--- src/pwm_event_map.svh ---
// Purpose: register offsets, field positions, reset values of the pulse-width channel
// Assumes: APB, 32-bit words, byte addresses
// Notes: definitions only
`ifndef PWM_EVENT_MAP_SVH
`define PWM_EVENT_MAP_SVH

`define OFS_CTRL 12'h000
`define OFS_PERIOD 12'h004
`define OFS_EV1 12'h008
`define OFS_EV2 12'h00C
`define OFS_EV3 12'h010
`define OFS_EV4 12'h014
`define OFS_STRIG 12'h018
`define OFS_PTRIG 12'h01C
`define OFS_ADJA 12'h020
`define OFS_ADJB 12'h024
`define OFS_IDIV 12'h028
`define OFS_STATUS 12'h02C

`define CTRL_EN 0
`define CTRL_MODE_LO 1
`define CTRL_CLOSED 3
`define CTRL_FINE_OFF 4
`define CTRL_RES_LO 5
`define CTRL_OS_LO 7
`define CTRL_POL_A 9
`define CTRL_POL_B 10
`define CTRL_W 11

`define RST_CTRL 11'h000
`define RST_PERIOD 14'h007F
`define CTRL_DIV 2
`define Q15_SHIFT 15

`endif

--- src/pwm_event_pkg.sv ---
// Purpose: types of the pulse-width channel
// Assumes: nothing
// Notes: constants live in pwm_event_map.svh
package pwm_event_pkg;

    typedef enum logic [1:0] {
        MODE_NORMAL = 2'b00,
        MODE_PHASE = 2'b01,
        MODE_RESONANT = 2'b10,
        MODE_MULTI = 2'b11
    } mode_t;

    typedef enum logic [1:0] {
        RES_16 = 2'b00,
        RES_8 = 2'b01,
        RES_4 = 2'b10,
        RES_2 = 2'b11
    } res_t;

endpackage : pwm_event_pkg
--- src/pulse_width_channel.sv ---
// Purpose: one pulse-width channel, outputs A and B, with APB registers
// Assumes: pclk is the pulse clock; compensator values arrive synchronously
// Notes: sub-clock edge phase is handed out on a_phase/b_phase for a delay line
//
// Contract
// - sample trigger match starts error converter
// - sample compare in quarter-rate control clock units
// - oversampling 1, 2, 4, 8 per period
// - phase trigger count issues phase trigger
// - period is 14-bit coarse count
// - frequency is pulse clock over period+1
// - event 1 raises A, coarse
// - events 2,3,4: 14 coarse plus 4 phase
// - cycle adjust offsets events 2 and 4; resonant mode never offsets event 2, and offsets event 4 only in open loop
// - edges from event versus counter compares
// - normal, phase, resonant, multi modes
// - normal closed loop: compensator sets event 2
// - normal: event 3 keeps event 3-2 delta
// - normal: event 4 to 1 dead time
// - phase mode: compensator sets phase offset
// - resonant: compensator sets event 2, period
// - resonant: keep 2-3 and period-4 deltas
// - multi: equal widths from event 1, 3
// - multi: B may wrap; adjust A, B
// - fine disable bit, 2-bit resolution
// - period interrupt divided up to 255
// - Q15 duty times period gives on time
// - sync in resets counter, out at threshold
//
// The address map and the APB interface to the registers were left to the implementer.
`include "pwm_event_map.svh"
`timescale 1ns/1ns
`default_nettype none

module pulse_width_channel #(
    parameter int CW = 14,
    parameter int FW = 18
) (
    // clock and reset
    input wire logic pclk,
    input wire logic presetn,
    // apb slave
    input wire logic psel,
    input wire logic penable,
    input wire logic pwrite,
    input wire logic [11:0] paddr,
    input wire logic [31:0] pwdata,
    output logic [31:0] prdata,
    output logic pready,
    output logic pslverr,
    // compensator side
    input wire logic [15:0] compensator_output,
    input wire logic [CW-1:0] compensator_period,
    input wire logic compensator_valid,
    // synchronisation
    input wire logic sync_in,
    output logic phase_trig,
    // error converter
    output logic error_converter_start,
    // switch drivers
    output logic out_a,
    output logic out_b,
    output logic [3:0] a_phase,
    output logic [3:0] b_phase,
    // cpu event
    output logic period_irq
);

    typedef struct packed {
        logic [`CTRL_W-1:0] ctrl;
        logic [CW-1:0] period;
        logic [CW-1:0] ev1;
        logic [FW-1:0] ev2;
        logic [FW-1:0] ev3;
        logic [FW-1:0] ev4;
        logic [CW-3:0] strig;
        logic [CW-1:0] ptrig;
        logic [15:0] adja;
        logic [15:0] adjb;
        logic [7:0] idiv;
        logic [15:0] duty;
        logic [CW-1:0] cper;
        logic [CW-1:0] cnt;
        logic [CW-1:0] per_act;
        logic [CW-1:0] e1;
        logic [FW-1:0] e2;
        logic [FW-1:0] e3;
        logic [FW-1:0] e4;
        logic [CW-1:0] phase_off;
        logic [CW-3:0] os_next;
        logic [2:0] os_left;
        logic [7:0] icnt;
        logic a;
        logic b;
        logic [3:0] ap;
        logic [3:0] bp;
        logic smp;
        logic pt;
        logic irq;
        logic [31:0] rdata;
    } state_t;

    state_t s_q;
    state_t s_d;

    pwm_event_pkg::mode_t mode;
    pwm_event_pkg::res_t res;
    logic closed;
    logic wrap;
    logic [FW-1:0] per_f;
    logic [FW-1:0] t_now;
    logic [FW-1:0] on_time;
    logic [33:0] prod;
    logic [FW-1:0] n2;
    logic [FW-1:0] n3;
    logic [FW-1:0] n4;
    logic [CW-1:0] nper;
    logic [FW-1:0] wrap_len;
    logic [FW-1:0] adja_x;
    logic [FW-1:0] adjb_x;
    logic [CW-1:0] adja_coarse;
    logic [3:0] fmask;
    logic [3:0] bmask;
    logic a_on;
    logic b_on;
    logic mapped;
    logic [CW-3:0] spacing;
    logic [CW-3:0] ctl_cnt;
    logic ctl_tick;

    assign mode = pwm_event_pkg::mode_t'(s_q.ctrl[`CTRL_MODE_LO +: 2]);
    assign res = pwm_event_pkg::res_t'(s_q.ctrl[`CTRL_RES_LO +: 2]);
    assign closed = s_q.ctrl[`CTRL_CLOSED];

    // --------------------------------------------------------------
    // apb handshake
    // --------------------------------------------------------------
    always_comb begin
        case (paddr)
            `OFS_CTRL, `OFS_PERIOD, `OFS_EV1, `OFS_EV2, `OFS_EV3, `OFS_EV4,
            `OFS_STRIG, `OFS_PTRIG, `OFS_ADJA, `OFS_ADJB, `OFS_IDIV, `OFS_STATUS: mapped = 1'b1;
            default: mapped = 1'b0;
        endcase
    end

    // zero wait states: every transfer answers in its first access cycle
    assign pready = 1'b1;
    assign pslverr = psel & penable & ~mapped;
    assign prdata = s_q.rdata;

    // --------------------------------------------------------------
    // combinational event math
    // --------------------------------------------------------------
    always_comb begin
        wrap = (s_q.cnt >= s_q.per_act);
        per_f = {s_q.per_act, 4'h0};
        t_now = {s_q.cnt, 4'h0};
        // full-scale duty times longest period needs 34 bits
        prod = 34'(s_q.duty) * 34'(per_f);
        on_time = prod[`Q15_SHIFT +: FW];
        // adjust values are signed sixteenths of a clock
        adja_x = FW'({{2{s_q.adja[15]}}, s_q.adja});
        adjb_x = FW'({{2{s_q.adjb[15]}}, s_q.adjb});
        adja_coarse = {{(CW-12){s_q.adja[15]}}, s_q.adja[15:4]};
        nper = s_q.period;
        n2 = s_q.ev2 + adja_x;
        n3 = s_q.ev3;
        n4 = s_q.ev4 + adjb_x;
        // closed loop recomputes events each cycle; shadows load at wrap
        case (mode)
            pwm_event_pkg::MODE_NORMAL: begin
                if (closed) begin
                    n2 = {s_q.ev1, 4'h0} + on_time + adja_x;
                    n3 = n2 + (s_q.ev3 - s_q.ev2);
                end
            end
            pwm_event_pkg::MODE_PHASE: begin
                n2 = s_q.ev2 + adja_x;
            end
            pwm_event_pkg::MODE_RESONANT: begin
                if (closed) begin
                    nper = s_q.cper + adja_coarse;
                    n2 = {s_q.ev1, 4'h0} + on_time;
                    n3 = n2 + (s_q.ev3 - s_q.ev2);
                    n4 = {nper, 4'h0} - ({s_q.period, 4'h0} - s_q.ev4);
                end else begin
                    n2 = s_q.ev2;
                end
            end
            pwm_event_pkg::MODE_MULTI: begin
                // event 3 is coarse only in multi mode
                n3 = {s_q.ev3[FW-1:4], 4'h0};
                if (closed) begin
                    n2 = {s_q.ev1, 4'h0} + on_time + adja_x;
                    n4 = n3 + on_time + adjb_x;
                end else begin
                    n4 = n3 + (s_q.ev4 - s_q.ev3) + adjb_x;
                end
            end
            default: begin
                n2 = s_q.ev2;
            end
        endcase
        // phase quantisation
        case (res)
            pwm_event_pkg::RES_16: fmask = 4'hF;
            pwm_event_pkg::RES_8: fmask = 4'hE;
            pwm_event_pkg::RES_4: fmask = 4'hC;
            pwm_event_pkg::RES_2: fmask = 4'h8;
            default: fmask = 4'hF;
        endcase
        if (s_q.ctrl[`CTRL_FINE_OFF]) begin
            fmask = 4'h0;
        end
        bmask = (mode == pwm_event_pkg::MODE_MULTI) ? 4'h0 : fmask;
        // B may run past the period end in multi mode
        wrap_len = per_f + FW'(16);
        a_on = (t_now >= {s_q.e1, 4'h0}) && (t_now < s_q.e2);
        if (s_q.e4 >= wrap_len) begin
            b_on = (t_now >= s_q.e3) || (t_now < (s_q.e4 - wrap_len));
        end else begin
            b_on = (t_now >= s_q.e3) && (t_now < s_q.e4);
        end
        // control clock ticks on every fourth pulse clock
        ctl_cnt = s_q.cnt[CW-1:`CTRL_DIV];
        ctl_tick = (s_q.cnt[`CTRL_DIV-1:0] == 2'h0);
        // oversample spacing in control ticks: one period split 1, 2, 4 or 8 ways
        spacing = (CW-2)'(({2'h0, s_q.per_act[CW-1:`CTRL_DIV]} + (CW)'(1)) >> s_q.ctrl[`CTRL_OS_LO +: 2]);
    end

    // --------------------------------------------------------------
    // next state
    // --------------------------------------------------------------
    always_comb begin
        s_d = s_q;
        s_d.smp = 1'b0;
        s_d.pt = 1'b0;
        s_d.irq = 1'b0;

        // register writes, taken at the access edge
        if (psel && penable && pwrite) begin
            case (paddr)
                `OFS_CTRL: s_d.ctrl = pwdata[`CTRL_W-1:0];
                `OFS_PERIOD: s_d.period = pwdata[CW-1:0];
                `OFS_EV1: s_d.ev1 = pwdata[CW-1:0];
                `OFS_EV2: s_d.ev2 = pwdata[FW-1:0];
                `OFS_EV3: s_d.ev3 = pwdata[FW-1:0];
                `OFS_EV4: s_d.ev4 = pwdata[FW-1:0];
                `OFS_STRIG: s_d.strig = pwdata[CW-3:0];
                `OFS_PTRIG: s_d.ptrig = pwdata[CW-1:0];
                `OFS_ADJA: s_d.adja = pwdata[15:0];
                `OFS_ADJB: s_d.adjb = pwdata[15:0];
                `OFS_IDIV: s_d.idiv = pwdata[7:0];
                default: ;
            endcase
        end

        // read data captured in the setup phase
        if (psel && !penable) begin
            case (paddr)
                `OFS_CTRL: s_d.rdata = 32'(s_q.ctrl);
                `OFS_PERIOD: s_d.rdata = 32'(s_q.period);
                `OFS_EV1: s_d.rdata = 32'(s_q.ev1);
                `OFS_EV2: s_d.rdata = 32'(s_q.ev2);
                `OFS_EV3: s_d.rdata = 32'(s_q.ev3);
                `OFS_EV4: s_d.rdata = 32'(s_q.ev4);
                `OFS_STRIG: s_d.rdata = 32'(s_q.strig);
                `OFS_PTRIG: s_d.rdata = 32'(s_q.ptrig);
                `OFS_ADJA: s_d.rdata = 32'(s_q.adja);
                `OFS_ADJB: s_d.rdata = 32'(s_q.adjb);
                `OFS_IDIV: s_d.rdata = 32'(s_q.idiv);
                `OFS_STATUS: s_d.rdata = {s_q.duty, 2'h0, s_q.cnt};
                default: s_d.rdata = 32'h0000_0000;
            endcase
        end

        // compensator result
        if (compensator_valid) begin
            s_d.duty = compensator_output;
            s_d.cper = compensator_period;
            s_d.phase_off = on_time[FW-1:4];
        end

        // disabled channel holds A and B inactive (low unless the polarity bit inverts them) and tracks the period register
        if (!s_q.ctrl[`CTRL_EN]) begin
            s_d.cnt = '0;
            s_d.per_act = s_q.period;
            s_d.a = 1'b0;
            s_d.b = 1'b0;
            s_d.os_left = 3'h0;
        end else begin
            // period counter
            if (sync_in) begin
                if (mode == pwm_event_pkg::MODE_PHASE && closed && s_q.phase_off != '0) begin
                    s_d.cnt = s_q.per_act + CW'(1) - s_q.phase_off;
                end else begin
                    s_d.cnt = '0;
                end
            end else if (wrap) begin
                s_d.cnt = '0;
            end else begin
                s_d.cnt = s_q.cnt + CW'(1);
            end
            // shadow load at end of period
            if (wrap) begin
                s_d.per_act = nper;
                s_d.e1 = s_q.ev1;
                s_d.e2 = {n2[FW-1:4], n2[3:0] & fmask};
                s_d.e3 = {n3[FW-1:4], n3[3:0] & bmask};
                s_d.e4 = {n4[FW-1:4], n4[3:0] & fmask};
                // one interrupt every idiv+1 periods
                if (s_q.icnt >= s_q.idiv) begin
                    s_d.icnt = 8'h00;
                    s_d.irq = 1'b1;
                end else begin
                    s_d.icnt = s_q.icnt + 8'h01;
                end
            end
            // phase trigger for slaved channels
            if (s_q.cnt == s_q.ptrig) begin
                s_d.pt = 1'b1;
            end
            // error converter sampling
            if (ctl_tick) begin
                if (ctl_cnt == s_q.strig) begin
                    s_d.smp = 1'b1;
                    s_d.os_next = s_q.strig + spacing;
                    s_d.os_left = 3'((4'h1 << s_q.ctrl[`CTRL_OS_LO +: 2]) - 4'h1);
                end else if (s_q.os_left != 3'h0 && ctl_cnt == s_q.os_next) begin
                    s_d.smp = 1'b1;
                    s_d.os_next = s_q.os_next + spacing;
                    s_d.os_left = s_q.os_left - 3'h1;
                end
            end
            // outputs and edge phases
            s_d.a = a_on;
            s_d.b = b_on;
            s_d.ap = (s_q.cnt == s_q.e2[FW-1:4]) ? s_q.e2[3:0] : 4'h0;
            s_d.bp = (s_q.cnt == s_q.e3[FW-1:4]) ? s_q.e3[3:0] :
                     (s_q.cnt == s_q.e4[FW-1:4]) ? s_q.e4[3:0] : 4'h0;
        end
    end

    // --------------------------------------------------------------
    // state register
    // --------------------------------------------------------------
    always_ff @(posedge pclk or negedge presetn) begin
        if (!presetn) begin
            s_q <= '0;
            s_q.ctrl <= `RST_CTRL;
            s_q.period <= `RST_PERIOD;
            s_q.per_act <= `RST_PERIOD;
        end else begin
            s_q <= s_d;
        end
    end

    // --------------------------------------------------------------
    // outputs
    // --------------------------------------------------------------
    assign out_a = s_q.a ^ s_q.ctrl[`CTRL_POL_A];
    assign out_b = s_q.b ^ s_q.ctrl[`CTRL_POL_B];
    assign a_phase = s_q.ap;
    assign b_phase = s_q.bp;
    assign error_converter_start = s_q.smp;
    assign phase_trig = s_q.pt;
    assign period_irq = s_q.irq;

endmodule : pulse_width_channel

`default_nettype wire

--- config.mk ---
export PLATFORM = sky130hd
export DESIGN_NAME = pulse_width_channel
export DESIGN_NICKNAME = d
export VERILOG_FILES = /design/src/pwm_event_pkg.sv /design/src/pulse_width_channel.sv
export VERILOG_INCLUDE_DIRS = /design/src /design/src/src
export SDC_FILE = /design/constraint.sdc
export NUM_CORES = 2
export LEC_CHECK = 0
export ABC_AREA = 1
export ABC_CLOCK_PERIOD_IN_PS = 10500
export BUFFER_PORTS_ARGS = -buffer_cell sky130_fd_sc_hd__buf_4
export CAP_MARGIN = 20
export CORE_AREA = 2 2 298 300
export DETAILED_ROUTE_END_ITERATION = 16
export DIE_AREA = 0 0 300 302
export REMOVE_ABC_BUFFERS = 1
export SKIP_CTS_REPAIR_TIMING = 1
export SLEW_MARGIN = 20
export SYNTH_ARGS = -nofsm -noshare
export SYNTH_HDL_FRONTEND = slang
export SYNTH_SLANG_ARGS = --single-unit
--- constraint.sdc ---
create_clock -name pclk -period 10.5 [get_ports pclk]
set_input_delay 2.1 -clock pclk [delete_from_list [all_inputs] [get_ports pclk]]
set_output_delay 2.1 -clock pclk [all_outputs]
set_load 0.1 [all_outputs]
==> summary.md <==
| Metric | Value |
|---|---|
| Outcome | `completed` |
| Number of global-route vias before repair | `35900` |
| DRT iter0 DRCs | `3841` |
| Final period util | `95.4%` |
| Async SR Flop Fraction | `100%` |
| Total Power | `3.59 mW` |
| Setup Crit Path Kind | `flop to flop` |
| Vias per inst | `5.63` |
| Initial core utilization | `roughly 45%` |
| CP max FO | `10` |
| Hold Path Class | `flop to flop` |
| Antenna-violating nets left | `0` |
| Synth area leaders | `dfrtp_1 23%, ha_1 14%, fa_1 11%, nand2_1 11%, inv_1 9.3%` |
| Type of origin of the critical path | `flop` |
| Crit path DAT | `10.52 ns` |
| Gp weighted congestion | `about 1.1` |
| Syn. warnings | `0` |
| Synth unique cells | `75` |
| Final hold slack | `0.481 ns` |
| Area grow syn2layout | `12.8%` |
| Final Max Slew Viols | `0` |
| Layout cells sized above 1 | `10.0%` |
| Fillers | `8662` |
| Peak supply drop | `0.112 mV` |
| Buf/Inv on CP | `11` |
| Finish-stage setup viols | `0` |
| Clk_lat worst skew | `around 0.62 ns` |
| Initial antenna violation count | `10` |
| Largest net degree at the start of global routing | `158` |
| Total Neg Setup Slack | `0 ns` |
| Synth Instances | `5286` |
| Top cell type by total area after synthesis | `dfrtp_1` |
| Max Clk Rate | `99.9 MHz` |
| H-tree Lvls | `2` |
| Final core utilization | `50.3%` |
| Core area | `0.0876 sq mm` |
| Fin cells | `approximately 6600` |
| Post-route worst setup slack | `0.485 ns` |
| Worst stage delay on the critical path | `0.61 ns` |
| Cell Rows | `~110` |
| Delay-heaviest family, CP | `adder cells` |
| Die Wd | `300 um` |
| Die Y | `302 um` |
| Crit path time final | `10.01 ns` |
| Max transition margin | `between 20% and 30%` |
| Routed WL | `156 mm` |
| Layout Nets | `6164` |
| Critical Path Sink Type | `flop` |
| Sequential fraction of the synthesis area | `23.6%` |
| Post-placement cell count | `~6500` |
| Post-Syn Area | `0.0391 sq mm` |
| Leak | `23.2 nW` |
| Ys flop type | `dfrtp_1` |
| CP max stage cell | `dfrtp_1` |
| Via count | `around 37000` |
| Post-synth EDFFs | `0` |
| CTS max path bufs | `3` |
| Pwr/cell area | `81.5 mW/mm^2` |
| Crit path top cell by count | `nand2_1` |
| Placed Area | `0.0418 sq mm` |
| DRC errors left | `0` |
| Gr ovfl total | `0` |
| DRT Pass-1 Iters | `6` |
| Placed wire-length estimate | `123 mm` |
| CTS buffer count | `46` |
| Final Hold Fails | `0` |
| Avg Inst Size Synth | `7.39 sq um` |
| Critical Path RT | `11.00 ns` |
| CTS tree | `built` |
| Share of the synthesized area in the top cell type | `22.6%` |
| IO Count | `128` |
| GRT Resource Usage Total | `34.1%` |
| Worst Skew | `approximately 0.034 ns` |
| First-pass GRT wire length | `227 mm` |
| #FFs+latches synth | `367` |
| Post-route cell area | `0.0441 sq mm` |
| Worst-path clk slew | `0.07 ns` |
| Sink Count | `367` |
| Number of port buffers | `112` |
| Worst slack, placed | `-0.0433 ns` |
| Worst slew pin tran | `1.13 ns` |
| Max-cap viol count | `0` |
| Clock Tree Root | `clkbuf_16` |
| Die ar. | `0.0906 sq mm` |
| Detailed-route wire length per cell | `roughly 23 um` |
## metal layers
metal / routed length [um] / GRT usage [%] / up-vias / part of all wire (%)
met1: 60100 / 41.9 / 17700 / 39
met2: 69700 / 54.8 / 1712 / 45
met5: 34 / 0 / - / 0.022
li1: - / - / 17500 / -
met4: 12400 / 22.8 / 6 / 8.0
met3: 13400 / 6.19 / 474 / 8.6
## tightest hold or removal path, stage by stage (launching register included)
cell and delay [ns]:
dfrtp_1 0.35, nand2_1 0.05, nand2_1 0.05
## area by class of cell
class / count / area [sq um] / share of cell area (%)
multi-input combinational: 3728 / 25600 / 58.2
timing repair buffer: 302 / 2360 / 5.35
clock inverter: 22 / 342 / 0.775
clock buffer: 64 / 1330 / 3.02
sequential: 367 / 9200 / 20.9
inverter: 989 / 3710 / 8.43
tap: 1165 / 1460 / 3.31
antenna: 8 / 20.0 / 0.0454
## flip-flops by register name (all words and copies together), names as in the netlist, 2 cells and up
signal / count
s_q: 261
prdata: 32
adjb_x: 16
per_f: 14
adja_coarse: 12
ctl_cnt: 12
a_phase: 4
adja_x: 4
b_phase: 4
mode: 2
res: 2
## kinds of logic (layout without fill, tap and decap cells)
logic type | after synthesis | in the layout | share of synthesized area, %
xor+xnor | 162 | 162 | 3.65
flops | 367 | 367 | 23.6
mux | 9 | 9 | 0.260
simple gates | 1729 | 1729 | 18.3
other cells | 1 | 9 | 0.00960
fa+ha+maj | 649 | 649 | 25.0
compound gates | 1178 | 1178 | 17.3
buf+inv | 1191 | 1377 | 11.9
## power breakdown
part / internal (mW) / total (mW) / switching [mW]
clock: 1.05 / 1.77 / 0.724
sequential: 1.43 / 1.46 / 0.0271
combinational: 0.115 / 0.362 / 0.247
total: 2.59 / 3.59 / 0.999
## worst paths after layout
check | to | startpoint | slack, ns | cells past startpoint
setup / recovery | s_q[117] | per_f[13] | 0.49 | 53
max in group asynchronous | ctl_cnt[1] | presetn | 7.56 | 2
hold / removal | s_q[180] | s_q[180] | 0.48 | 2
setup reg to reg | s_q[117] | per_f[13] | 0.49 | 53
min in group asynchronous | s_q[112] | presetn | 1.43 | 1
hold reg to reg | s_q[180] | s_q[180] | 0.48 | 2
## synthesized netlist by cell type (33+ instances only)
library cell	count
nand3_1	160
buf_4	44
a31oi_1	37
fa_1	218
ha_1	431
o21ai_0	440
a221oi_1	34
dfrtp_1	353
clkbuf_1	140
nor2_1	232
inv_1	972
or2_2	33
o22ai_1	66
a21oi_1	360
nand2_1	1146
xor2_1	122
o21ai_1	48
xnor2_1	39
nor3_1	61
## cell usage in the layout (no fill, tap or decap), drive strengths merged, types with 8 or more instances in the layout
master	count
nand2	1152
inv	990
o21ai	490
ha	431
a21oi	362
dfrtp	353
buf	302
nor2	238
fa	218
nand3	161
xor2	123
o22ai	66
nor3	66
clkbuf	64
or2	42
xnor2	39
a31oi	37
a221oi	34
nand4	32
o221ai	27
o211ai	24
nor4	20
a22oi	17
o21bai	17
a21o	16
o31ai	16
o21a	15
dfstp	14
o2111ai	14
a211oi	12
clkinv	12
mux2	9
diode	8
No activity file was read; power rests on OpenSTA's default activity.
